[src/pkg/tdsa_cfg.svh]
// Constants of the standalone turbo-decoder control block.
// Assumes inclusion from the package and the core files only.
`ifndef TDSA_CFG_SVH
`define TDSA_CFG_SVH
`define TDSA_SLOT_W 6
`define TDSA_SLOTS_PER_BIT 5
`define TDSA_HALF_LO_POS 0
`define TDSA_HALF_HI_POS 32
`define TDSA_HALF_W 32
`define TDSA_IDX_W 15
`define TDSA_IDX_HW 16
`define TDSA_IDX_PER_DW 4
`define TDSA_SYM_PER_DW 2
`define TDSA_ADDR_W 15
`define TDSA_MAX_FRAME 20730
`define TDSA_ITER_W 6
`define TDSA_ITER_FIELD_W 5
`define TDSA_ITER_LIMIT 6'h20
`define TDSA_MIN_DEFAULT 6'h01
`define TDSA_PASS_DEFAULT 6'h01
`define TDSA_SNR_W 7
`define TDSA_SNR_MAX 7'h64
`define TDSA_CRC_W 32
`define TDSA_CRC_LEN_W 6
`define TDSA_DEC_W 32
`define TDSA_EXT_W 7
`endif

[src/pkg/tdsa_pkg.sv]
// Types of the standalone turbo-decoder control block.
// Assumes tdsa_cfg.svh on the include path.
`include "tdsa_cfg.svh"
package tdsa_pkg;
   typedef enum logic [2:0] {
      TDSA_IDLE = 3'h0,
      TDSA_LOAD = 3'h1,
      TDSA_MAP = 3'h3,
      TDSA_HARD = 3'h2,
      TDSA_CEVAL = 3'h6,
      TDSA_CHECK = 3'h7,
      TDSA_PAD = 3'h5,
      TDSA_DONE = 3'h4
   } tdsa_state_t;

   typedef struct packed {
      logic little_order;
      logic index_order;
      logic host_order;
   } tdsa_order_t;

   typedef struct packed {
      logic [`TDSA_ITER_FIELD_W-1:0] max_iter;
      logic [`TDSA_ITER_FIELD_W-1:0] min_iter;
      logic [`TDSA_SNR_W-1:0] snr_threshold;
      logic [`TDSA_CRC_LEN_W-1:0] check_poly_length;
      logic [`TDSA_ITER_FIELD_W-1:0] check_pass_count;
      logic [`TDSA_CRC_W-1:0] check_poly;
      logic [`TDSA_ADDR_W-1:0] frame_len;
      logic use_index_table;
      logic msb_first;
      tdsa_order_t byte_order_register;
   } tdsa_cfg_t;

   // Slots of one bit: systematic, parity 1, parity 2, interleaved 1, interleaved 2
   typedef struct packed {
      logic [`TDSA_SLOT_W-1:0] symbol_slot_four;
      logic [`TDSA_SLOT_W-1:0] slot_three;
      logic [`TDSA_SLOT_W-1:0] slot_two;
      logic [`TDSA_SLOT_W-1:0] slot_one;
      logic [`TDSA_SLOT_W-1:0] symbol_slot_zero;
   } tdsa_slots_t;

   typedef struct packed {
      logic [`TDSA_CRC_W-1:0] rem;
   } tdsa_crc_state_t;

   typedef struct packed {
      tdsa_state_t st;
      logic idx_phase;
      logic holding;
      logic [1:0] sub;
      logic [63:0] hold;
      logic [`TDSA_ADDR_W-1:0] addr;
      logic loaded;
      logic running;
      logic [`TDSA_ITER_W-1:0] iter;
      logic second;
      logic snr_prev;
      logic snr_ok;
      logic [`TDSA_ITER_W-1:0] crc_cnt;
      logic out_phase;
      logic pend;
      logic pend_last;
      logic fin;
      logic [4:0] bitcnt;
      logic [`TDSA_DEC_W-1:0] word;
      logic ovalid;
      logic wodd;
      logic sym_we;
      logic idx_we;
      logic [`TDSA_ADDR_W-1:0] wr_addr;
      tdsa_slots_t sym;
      logic [`TDSA_IDX_W-1:0] idx;
      logic map_start;
      logic crc_clr;
      logic done;
      logic [`TDSA_ITER_W-1:0] iter_out;
      logic dec_pass;
   } tdsa_core_state_t;
endpackage : tdsa_pkg

[src/core/tdsa_crc.sv]
// Serial CRC checker over hard decisions, programmable polynomial and length.
// Assumes bits arrive oldest first, the appended check bits last.
`timescale 1ns/1ns
`default_nettype none
`include "tdsa_cfg.svh"
module tdsa_crc (
   input wire logic clk,
   input wire logic rstn,
   input wire logic clr,
   input wire logic bit_en,
   input wire logic bit_in,
   input wire logic [`TDSA_CRC_W-1:0] poly,
   input wire logic [`TDSA_CRC_LEN_W-1:0] len,
   output logic pass
);
   tdsa_pkg::tdsa_crc_state_t s_q, s_d;
   logic [`TDSA_CRC_W-1:0] mask;
   logic top;
   logic fb;

   always_comb begin
      // Lengths past the top bit saturate to a full word
      if (len >= 6'h20) begin
         mask = 32'hFFFFFFFF;
      end else begin
         mask = (32'h1 << len) - 32'h1;
      end
      top = |(s_q.rem & (mask ^ (mask >> 1)));
      fb = top ^ bit_in;
      s_d = s_q;
      if (clr) begin
         s_d.rem = '0;
      end else if (bit_en) begin
         s_d.rem = ({s_q.rem[30:0], 1'b0} ^ (fb ? poly : 32'h0)) & mask;
      end
      pass = ((s_q.rem & mask) == 32'h0);
   end

   always_ff @(posedge clk) begin
      if (!rstn) begin
         s_q <= '0;
      end else begin
         s_q <= s_d;
      end
   end
endmodule : tdsa_crc
`default_nettype wire

[src/core/tdsa_core.sv]
// Standalone turbo-decoder control: load, iterate MAP passes, stop test, pack decisions.
// Assumes a MAP engine and local memory on the same clock; the DMA side honours ready.
`timescale 1ns/1ns
`default_nettype none
`include "tdsa_cfg.svh"
module tdsa_core (
   input wire logic clk,
   input wire logic rstn,
   input wire tdsa_pkg::tdsa_cfg_t cfg,
   input wire logic autonomous_operation,
   input wire logic start,
   output logic busy,
   input wire logic in_valid,
   output logic in_ready,
   input wire logic [63:0] in_data,
   output logic sym_we,
   output logic idx_we,
   output logic [`TDSA_ADDR_W-1:0] wr_addr,
   output tdsa_pkg::tdsa_slots_t sym_data,
   output logic [`TDSA_IDX_W-1:0] idx_data,
   output logic map_start,
   output logic map_second,
   input wire logic map_done,
   input wire logic map_snr_over,
   output logic rd_en,
   output logic [`TDSA_ADDR_W-1:0] rd_addr,
   input wire logic [`TDSA_EXT_W-1:0] rd_ext,
   input wire logic [`TDSA_SLOT_W-1:0] rd_sys,
   output logic out_valid,
   input wire logic out_ready,
   output logic [`TDSA_DEC_W-1:0] out_data,
   output logic decode_done_event,
   output logic [`TDSA_ITER_W-1:0] iterations,
   output logic dec_pass
);
   tdsa_pkg::tdsa_core_state_t s_q, s_d;
   logic [`TDSA_ITER_W-1:0] max_eff;
   logic [`TDSA_ITER_W-1:0] min_raw;
   logic [`TDSA_ITER_W-1:0] min_eff;
   logic [`TDSA_ITER_W-1:0] pass_eff;
   logic snr_en;
   logic crc_en;
   logic crc_ok;
   logic crc_pass;
   logic crc_bit_en;
   logic at_max;
   logic early;
   logic stop;
   logic snr_hit;
   logic last_ent;
   logic dec_bit;
   logic [7:0] llr_sum;
   logic [4:0] pos;
   logic [`TDSA_HALF_W-1:0] half_lo;
   logic [`TDSA_HALF_W-1:0] half_hi;
   logic [`TDSA_IDX_HW-1:0] idx_hw [`TDSA_IDX_PER_DW];
   logic [1:0] idx_pos;
   logic [`TDSA_ITER_W-1:0] iter_next;

   // Effective limits from the raw fields
   always_comb begin
      max_eff = (cfg.max_iter == 5'h00) ? `TDSA_ITER_LIMIT : {1'b0, cfg.max_iter};
      min_raw = (cfg.min_iter == 5'h00) ? `TDSA_MIN_DEFAULT : {1'b0, cfg.min_iter};
      // A minimum above the maximum is clipped so the run still ends
      min_eff = (min_raw > max_eff) ? max_eff : min_raw;
      pass_eff = (cfg.check_pass_count == 5'h00) ? `TDSA_PASS_DEFAULT : {1'b0, cfg.check_pass_count};
      snr_en = (cfg.snr_threshold != 7'h00) && (cfg.snr_threshold <= `TDSA_SNR_MAX);
      crc_en = (cfg.check_poly_length != 6'h00);
      crc_ok = (s_q.crc_cnt >= pass_eff);
   end

   // Half that holds the earlier bit of each double-word
   always_comb begin
      if (cfg.byte_order_register.little_order) begin
         half_lo = in_data_hold_lo(s_q.hold, 1'b1);
         half_hi = in_data_hold_lo(s_q.hold, 1'b0);
      end else begin
         half_lo = in_data_hold_lo(s_q.hold, 1'b0);
         half_hi = in_data_hold_lo(s_q.hold, 1'b1);
      end
   end

   function automatic logic [`TDSA_HALF_W-1:0] in_data_hold_lo(input logic [63:0] dw, input logic low);
      in_data_hold_lo = low ? dw[`TDSA_HALF_LO_POS +: `TDSA_HALF_W] : dw[`TDSA_HALF_HI_POS +: `TDSA_HALF_W];
   endfunction : in_data_hold_lo

   // Halfwords of the held double-word, entry k at position k, k^2 or k^3
   for (genvar k = 0; k < `TDSA_IDX_PER_DW; k++) begin : g_idx
      logic [1:0] src;
      always_comb begin
         if (cfg.byte_order_register.host_order) begin
            src = 2'(k);
         end else if (cfg.byte_order_register.index_order) begin
            src = 2'(k) ^ 2'h3;
         end else begin
            src = 2'(k) ^ 2'h2;
         end
      end
      assign idx_hw[k] = s_q.hold[src * `TDSA_IDX_HW +: `TDSA_IDX_HW];
   end

   always_comb begin
      idx_pos = s_q.sub;
      // Hard decision is the sign of extrinsic plus systematic
      llr_sum = {rd_ext[6], rd_ext} + {{2{rd_sys[5]}}, rd_sys};
      dec_bit = llr_sum[7];
      pos = cfg.msb_first ? (5'h1F - s_q.bitcnt) : s_q.bitcnt;
      last_ent = (s_q.addr == (cfg.frame_len - 15'h0001));
      snr_hit = snr_en && map_snr_over;
      iter_next = s_q.iter + 6'h01;
      at_max = !s_q.second && (s_q.iter >= max_eff);
      early = (s_q.iter >= min_eff) && (snr_en || crc_en)
         && (!snr_en || s_q.snr_ok) && (!crc_en || crc_ok);
      stop = at_max || early;
   end

   always_comb begin
      s_d = s_q;
      s_d.sym_we = 1'b0;
      s_d.idx_we = 1'b0;
      s_d.map_start = 1'b0;
      s_d.crc_clr = 1'b0;
      s_d.done = 1'b0;
      rd_en = 1'b0;
      crc_bit_en = 1'b0;
      if (s_q.ovalid && out_ready) begin
         s_d.ovalid = 1'b0;
         s_d.word = '0;
      end
      // Decision read one cycle earlier arrives now
      if (s_q.pend) begin
         s_d.pend = 1'b0;
         if (s_q.out_phase) begin
            s_d.word[pos] = dec_bit;
            s_d.bitcnt = s_q.bitcnt + 5'h01;
            if (s_q.bitcnt == 5'h1F) begin
               s_d.ovalid = 1'b1;
               s_d.wodd = ~s_q.wodd;
            end
         end else begin
            crc_bit_en = 1'b1;
         end
      end
      unique case (s_q.st)
         tdsa_pkg::TDSA_IDLE: begin
            if (start && autonomous_operation) begin
               s_d = '0;
               s_d.st = tdsa_pkg::TDSA_LOAD;
            end
         end
         tdsa_pkg::TDSA_LOAD: begin
            if (!s_q.holding) begin
               if (in_valid) begin
                  s_d.hold = in_data;
                  s_d.holding = 1'b1;
                  s_d.sub = 2'h0;
               end
            end else begin
               s_d.wr_addr = s_q.addr;
               if (s_q.idx_phase) begin
                  s_d.idx_we = 1'b1;
                  s_d.idx = idx_hw[idx_pos][`TDSA_IDX_W-1:0];
               end else begin
                  s_d.sym_we = 1'b1;
                  // Reserved top two bits of each half are dropped
                  s_d.sym = s_q.sub[0] ? half_hi[29:0] : half_lo[29:0];
               end
               s_d.addr = s_q.addr + 15'h0001;
               s_d.sub = s_q.sub + 2'h1;
               if (s_q.sub == (s_q.idx_phase ? 2'h3 : 2'h1)) begin
                  s_d.holding = 1'b0;
               end
               // Slots past the frame end in the last double-word are ignored
               if (last_ent) begin
                  s_d.holding = 1'b0;
                  s_d.addr = '0;
                  if (!s_q.idx_phase && cfg.use_index_table) begin
                     s_d.idx_phase = 1'b1;
                  end else begin
                     s_d.loaded = 1'b1;
                     s_d.st = tdsa_pkg::TDSA_MAP;
                  end
               end
            end
         end
         tdsa_pkg::TDSA_MAP: begin
            if (!s_q.running) begin
               // Start a cycle after the last write so memory is settled
               s_d.map_start = 1'b1;
               s_d.running = 1'b1;
            end else if (map_done) begin
               s_d.running = 1'b0;
               s_d.snr_prev = snr_hit;
               s_d.snr_ok = snr_hit && s_q.snr_prev;
               s_d.st = tdsa_pkg::TDSA_CHECK;
               if (!s_q.second) begin
                  s_d.iter = iter_next;
                  if (crc_en && (iter_next >= min_eff)) begin
                     s_d.st = tdsa_pkg::TDSA_HARD;
                     s_d.out_phase = 1'b0;
                     s_d.addr = '0;
                     s_d.crc_clr = 1'b1;
                  end
               end
            end
         end
         tdsa_pkg::TDSA_HARD: begin
            if (!s_q.pend && !s_q.ovalid && !s_q.fin) begin
               rd_en = 1'b1;
               s_d.pend = 1'b1;
               s_d.pend_last = last_ent;
               s_d.addr = s_q.addr + 15'h0001;
               s_d.fin = last_ent;
            end
            if (s_q.pend && s_q.pend_last) begin
               s_d.fin = 1'b0;
               s_d.st = s_q.out_phase ? tdsa_pkg::TDSA_PAD : tdsa_pkg::TDSA_CEVAL;
            end
         end
         tdsa_pkg::TDSA_CEVAL: begin
            if (crc_pass) begin
               s_d.crc_cnt = (s_q.crc_cnt == 6'h3F) ? s_q.crc_cnt : s_q.crc_cnt + 6'h01;
            end else begin
               s_d.crc_cnt = '0;
            end
            s_d.st = tdsa_pkg::TDSA_CHECK;
         end
         tdsa_pkg::TDSA_CHECK: begin
            if (stop) begin
               s_d.st = tdsa_pkg::TDSA_HARD;
               s_d.out_phase = 1'b1;
               s_d.addr = '0;
               s_d.bitcnt = '0;
               s_d.dec_pass = early && crc_en && crc_ok;
            end else begin
               s_d.second = ~s_q.second;
               s_d.st = tdsa_pkg::TDSA_MAP;
            end
         end
         tdsa_pkg::TDSA_PAD: begin
            if (!s_q.ovalid) begin
               if (s_q.bitcnt != 5'h00) begin
                  s_d.ovalid = 1'b1;
                  s_d.wodd = ~s_q.wodd;
                  s_d.bitcnt = '0;
               end else if (s_q.wodd) begin
                  // Zero word keeps the word count even for the DMA side
                  s_d.ovalid = 1'b1;
                  s_d.wodd = 1'b0;
               end else begin
                  s_d.st = tdsa_pkg::TDSA_DONE;
               end
            end
         end
         tdsa_pkg::TDSA_DONE: begin
            s_d.done = 1'b1;
            s_d.iter_out = s_q.iter;
            s_d.st = tdsa_pkg::TDSA_IDLE;
         end
      endcase
   end

   always_ff @(posedge clk) begin
      if (!rstn) begin
         s_q <= '0;
      end else begin
         s_q <= s_d;
      end
   end

   tdsa_crc u_crc (
      .clk(clk),
      .rstn(rstn),
      .clr(s_q.crc_clr),
      .bit_en(crc_bit_en),
      .bit_in(dec_bit),
      .poly(cfg.check_poly),
      .len(cfg.check_poly_length),
      .pass(crc_pass)
   );

   assign busy = (s_q.st != tdsa_pkg::TDSA_IDLE);
   assign in_ready = (s_q.st == tdsa_pkg::TDSA_LOAD) && !s_q.holding;
   assign sym_we = s_q.sym_we;
   assign idx_we = s_q.idx_we;
   assign wr_addr = s_q.wr_addr;
   assign sym_data = s_q.sym;
   assign idx_data = s_q.idx;
   assign map_start = s_q.map_start;
   assign map_second = s_q.second;
   assign rd_addr = s_q.addr;
   assign out_valid = s_q.ovalid;
   assign out_data = s_q.word;
   assign decode_done_event = s_q.done;
   assign iterations = s_q.iter_out;
   assign dec_pass = s_q.dec_pass;
endmodule : tdsa_core
`default_nettype wire

[config.mk]
export PLATFORM = sky130hd
export DESIGN_NAME = tdsa_core
export DESIGN_NICKNAME = d
export VERILOG_FILES = /design/src/pkg/tdsa_pkg.sv /design/src/core/tdsa_crc.sv /design/src/core/tdsa_core.sv
export VERILOG_INCLUDE_DIRS = /design/src /design/src/pkg
export SDC_FILE = /design/constraint.sdc
export NUM_CORES = 1
export LEC_CHECK = 0
export BUFFER_PORTS_ARGS = -buffer_cell sky130_fd_sc_hd__buf_2
export CAP_MARGIN = 10
export CORE_UTILIZATION = 50
export DETAILED_ROUTE_END_ITERATION = 12
export PLACE_DENSITY_LB_ADDON = 0.12
export REMOVE_ABC_BUFFERS = 1
export SLEW_MARGIN = 40
export SYNTH_ARGS = -nofsm -noshare
export SYNTH_HDL_FRONTEND = slang
export SYNTH_SLANG_ARGS = --single-unit
[constraint.sdc]
create_clock -name clk -period 13 [get_ports clk]
set_input_delay 1.95 -clock clk [delete_from_list [all_inputs] [get_ports clk]]
set_output_delay 1.95 -clock clk [all_outputs]
set_load 0.05 [all_outputs]
# == Yosys cells after proc, flatten, opt, wreduce, memory -nomap -nowiden ==
# Cells that the tools add are included.
# word_totals
reg_bits,249
output_inout_bits,123
# classes
addsub,9
order_cmp,10
eq_ne,34
shift,5
mux,110
bitwise_logic,10
n_reduce_logical,68
# ops
operator,count
$shiftx 64x7->16,4
$mux 218,1
$pmux 68 s2,1
$mux 15,9
$pmux 62 s2,1
$mux 30,4
$and 32x32->32,3
$mux 32,3
$mux 39,2
$pmux 15 s5,1
$mux 67,1
$mux 64,1
$mux 62,1
$ne 2x2->1 const B,20
$mux 6,6
$mux 5,7
$mux 3,11
$mux 33,1
$bmux 16 s2,1
$bwmux 32,1
$logic_not 32->1,1
$mux 16,2
$reduce_or 32->1,1
$shl 1x6->32 const A,1
other kinds (60),162

# == Logic depth before layout (Yosys ltp) ==
# logic_depth
word_depth,13
mapped_depth,22
depth_no_buf,20

# == By module ==
# From an unflattened synthesis, not the netlist that was laid out.
# hier_totals
cells_unflattened,2135
area_unflattened_um2,16498.3
# by_module_without_submodules
mod,n_inst,cells_per_inst,area_each_um2,seq_area_each_um2
tdsa_core,1,1433,11821.3,4304.1
tdsa_crc,1,702,4677.0,640.6

# == Least setup slack after synthesis ==
# No wires, ideal clock.
# synth_path
path_type,input-to-reg
start,in cfg[60] (netlist name)
end,reg u_crc.s_q[31] (netlist name)
setup_time_ns,0.124
arrival_ns,5.744
required_time_ns,12.876
path_slack_ns,7.132
cell_stages,17
n_path_buf,4
path_cell_list,or4_1 -> clkbuf_1 -> nor3_1 -> inv_1 -> ha_1 -> buf_2 -> or4b_2 -> a21oi_1 -> a211oi_2 -> xor2_1 -> o211ai_1 -> or4_1 -> buf_4 -> buf_6 -> a2bb2oi_1 -> a311oi_1 -> nand2_1
# synth_via
elab_chain_len,10
word_cells_on_any_way,11
classes_between,1 x add/sub; 1 x order compare; 1 x shift; 2 x mux; 5 x bitwise; 1 x reduce/logical
# synth_lines
item,line_no,rtl
"start, declared",tdsa_core.sv:9,"input wire tdsa_pkg::tdsa_cfg_t cfg,"
$shl 1x6->32,tdsa_crc.sv:26,mask = (32'h1 << len) - 32'h1;
$sub 32x1->32,tdsa_crc.sv:26,
$mux 32 (*),tdsa_crc.sv:23,if (len >= 6'h20) begin
$xor 32x31->32,tdsa_crc.sv:28,top = |(s_q.rem & (mask ^ (mask >> 1)));
$and 32x32->32,tdsa_crc.sv:28,
$reduce_or 32->1,tdsa_crc.sv:28,
$xor 1x1->1,tdsa_crc.sv:29,fb = top ^ bit_in;
$mux 32,tdsa_crc.sv:34,"s_d.rem = ({s_q.rem[30:0], 1'b0} ^ (fb ? poly : 32'h0)) & mask;"
$xor 32x32->32,tdsa_crc.sv:34,
$and 32x32->32 (*),tdsa_crc.sv:34,
"end signal, assigned",tdsa_crc.sv:41,s_q <= '0;
"end signal, assigned",tdsa_crc.sv:43,s_q <= s_d;
"end, declared",tdsa_crc.sv:16,"tdsa_pkg::tdsa_crc_state_t s_q, s_d;"
# Mark *: on every way between the ends. The rest lies on a longest branch, timed or not.
# A chain may end at the register's enable or synchronous reset.

# == Final worst setup path ==
# layout_path
start,in cfg[61] (netlist name)
end,reg u_crc.s_q[0] (netlist name)
# The elaborated chain is that of the path after synthesis.

==> results.py <==
metrics = {
    "layout": {
        "nFillCells": 3017,
        "syn2layout_area_growth_pct": 9.99,
        "final-seq-area_um2": 4940,
        "drive_above_1_share_pct": 18.6,
        "multi_input_area_um2": 9600,
        "nNetsFinal": 2394,
    },
    "worst_setup_path": {
        "regToRegSetupSlack_ns": 9.01,
        "cp.required_ns": 13.43,
        "start_kind": "input port",
        "cp_data_arrival_time_ns": 7.81,
        "end_kind": "flop",
        "crit_type": "input port to flop",
        "path_max_fanout": 40,
    },
    "sta": {
        "setup_viol": 0,
        "setup_tns_ns": 0,
        "period_share_pct": 56.8,
        "tightest_slew_ns": 0.806,
        "rsz0062_at_grt": "no",
        "slew_headroom_pct": 44.9,
        "fmax_mhz": 135,
        "layout_min_cycle_time_ns": 7.38,
        "setup_ws_ns": 5.62,
        "slew_violations": 0,
        "skew_ns": 0.0347,
        "hold_violations": 0,
    },
    "synth": {
        "synth_cells": 2138,
        "synth_top_area_share_pct": 30.4,
        "async_flop_share_pct": 0,
        "yosys.area.top_type": "dfxtp_1",
        "synth-edff-count": 0,
        "ys_seq_area_share_pct": 30.4,
        "synth.yosys.warnings": 0,
        "ys_seq_elements": 247,
        "synth.top_cells.by_count": "dfxtp_1 (247), nand2_1 (199), nor2_1 (196)",
        "synth_area_per_cell_um2": 7.60,
        "synthTopCellsByArea": "dfxtp_1 (30%), a21oi_1 (5.6%), buf_4 (5.3%)",
        "ys.flop_type": "dfxtp_1",
        "netlist_area_um2": 16300,
        "synth.most_common_cell": "dfxtp_1",
        "synth_cell_type_count": 80,
    },
    "global_routing": {
        "antenna_found_initial": 8,
        "grt_overflow": 0,
        "grt_pass1_wl_um": 77500,
        "grt_pass1_vias": 14500,
        "grtUsageTotal_pct": 28.3,
        "grt_max_degree": 80,
    },
    "clocking": {
        "h-tree-depth": 1,
        "cts_buffers": 28,
        "cts_hold_buf": 0,
        "cts_tree": "built",
        "clkSinkCount": 247,
        "ctsResizeCount": 0,
        "ctsLongestPathBuffers": 3,
        "cts_setup_buffers": 0,
        "cts_root_buffer": "clkbuf_16",
        "clk_latency_ns": 0.57,
        "clk_pin_slew_ns": 0.05,
    },
    "route": {
        "wire_per_inst_um": 18.5,
        "drt_iter0_drc": 1343,
        "wirelength_um": 49100,
        "ant_nets": 0,
        "avgViaCountPerCell": 6.09,
        "dr.pass1.iters": 6,
        "vias": 16100,
        "drcViolationCount": 0,
    },
    "status": {
        "status": "finished, final reports clean",
    },
    "run": {
        "max_cap_violations": 0,
    },
    "power_and_ir_drop": {
        "power_density_nw_per_um2": 101,
        "p_leak_nw": 7.10,
        "ir_worst_vdd_v": 0.0000987,
    },
    "die": {
        "dieArea_um2": 33200,
        "die_y_um": 182,
        "coreArea_um2": 31800,
        "rows": 65,
        "fp.dieW_um": 182,
        "num_io_pins": 288,
        "start_util_pct": 51.1,
    },
    "min_path": {
        "min_path_type": "flop to flop",
    },
    "placed_design": {
        "portBuffers": 285,
        "gp_congestion": 0.958,
        "dp_slack_ns": 5.13,
        "detailed_place_hpwl_um": 33700,
    },
}
layout by cell type (no fill, tap or decap), types with 34 or more instances in the layout:
| cell type | synthesis | final |
|---|---|---|
| mux2i_1 | 37 | 37 |
| o211ai_1 | 36 | 36 |
| nand2_1 | 199 | 196 |
| o21ai_0 | 43 | 42 |
| inv_1 | 72 | 72 |
| a32oi_1 | 34 | 34 |
| ha_1 | 40 | 40 |
| dfxtp_1 | 247 | 247 |
| nand4_1 | 48 | 48 |
| nand4b_1 | 35 | 35 |
| a21oi_1 | 181 | 181 |
| nor2_1 | 196 | 194 |
| buf_2 | 18 | 284 |
| a211oi_1 | 38 | 38 |
| nand3_1 | 165 | 165 |
| nor3_1 | 68 | 66 |
cells by family after synthesis:
family          count (synthesis)  share of synthesized area [%]
simple gates                  863                           26.3
buf+inv                       356                           11.1
other cells                     1                         0.0231
xor+xnor                       42                           2.26
mux                            56                           4.63
flops                         247                           30.4
fa+ha+maj                      40                           3.08
compound gates                533                           22.1
routing by layer:
layer	vias to the layer above	routed length, µm	part of all wire, %	global-route usage, %
met1	7654	22000	45	39.1
met4	10	1270	2.6	8.50
met2	578	22100	45	44.5
met3	98	3640	7.4	5.53
met5	-	70	0.14	0
li1	7786	-	-	-
registers in the layout (all words and copies together) (netlist names), 2 cells and up:
register,flops
sym_data,30
rd_addr,15
wr_addr,15
out_data,32
idx_pos,2
u_crc.s_q,32
idx_data,15
iterations,6
s_q,93
path summary, 6_finish.rpt:
path | end | start | cells past startpoint
max | u_crc.s_q[0]$_SDFFE_PP0P_ | cfg[61] | 16
min | s_q[122]$_SDFFE_PN0P_ | s_q[122]$_SDFFE_PN0P_ | 1
max reg2reg | u_crc.s_q[0]$_SDFFE_PP0P_ | u_crc.s_q[7]$_SDFFE_PP0P_ | 10
min reg2reg | s_q[122]$_SDFFE_PN0P_ | s_q[122]$_SDFFE_PN0P_ | 1
stage by stage:
stage	util, %	power, mW	cell area [µm²]	hold slack [ns]	cells
floorplan	-	0.914	14700	0.427	1857
global placement	53.1	1.01	16900	0.435	2594
detailed placement	53.2	1.02	16900	0.445	2594
CTS	56.1	1.81	17800	0.456	2643
global route	56.2	1.87	17900	0.473	2646
finish	56.2	1.80	17900	0.453	2646
final cells by class:
| cell class | count | area share, % |
|---|---|---|
| multi-input cells | 1536 | 53.7 |
| diodes | 3 | 0.0420 |
| clock inverters | 11 | 0.651 |
| flip-flops and latches | 247 | 27.7 |
| well taps | 435 | 3.04 |
| clock buffers | 38 | 4.58 |
| repair buffers | 302 | 8.73 |
| inverters | 74 | 1.57 |
power breakdown:
group | internal [mW] | switching (mW)
logic | 0.0690 | 0.167
clock network | 0.460 | 0.334
registers | 0.762 | 0.00549
total | 1.29 | 0.506
critical path: stages:
cell       delay, ns
buf_2           0.34
or4_1           0.70
nor3_1          0.57
inv_1           0.24
ha_1            0.24
buf_4           0.23
or3b_4          0.47
nor3_1          0.35
a211oi_1        0.18
a2111oi_2       0.32
o2111ai_1       0.15
or4_2           1.00
buf_4           0.41
nor2_4          0.36
xnor2_1         0.15
o21ai_0         0.09
Power figures use the tool's default switching activity.
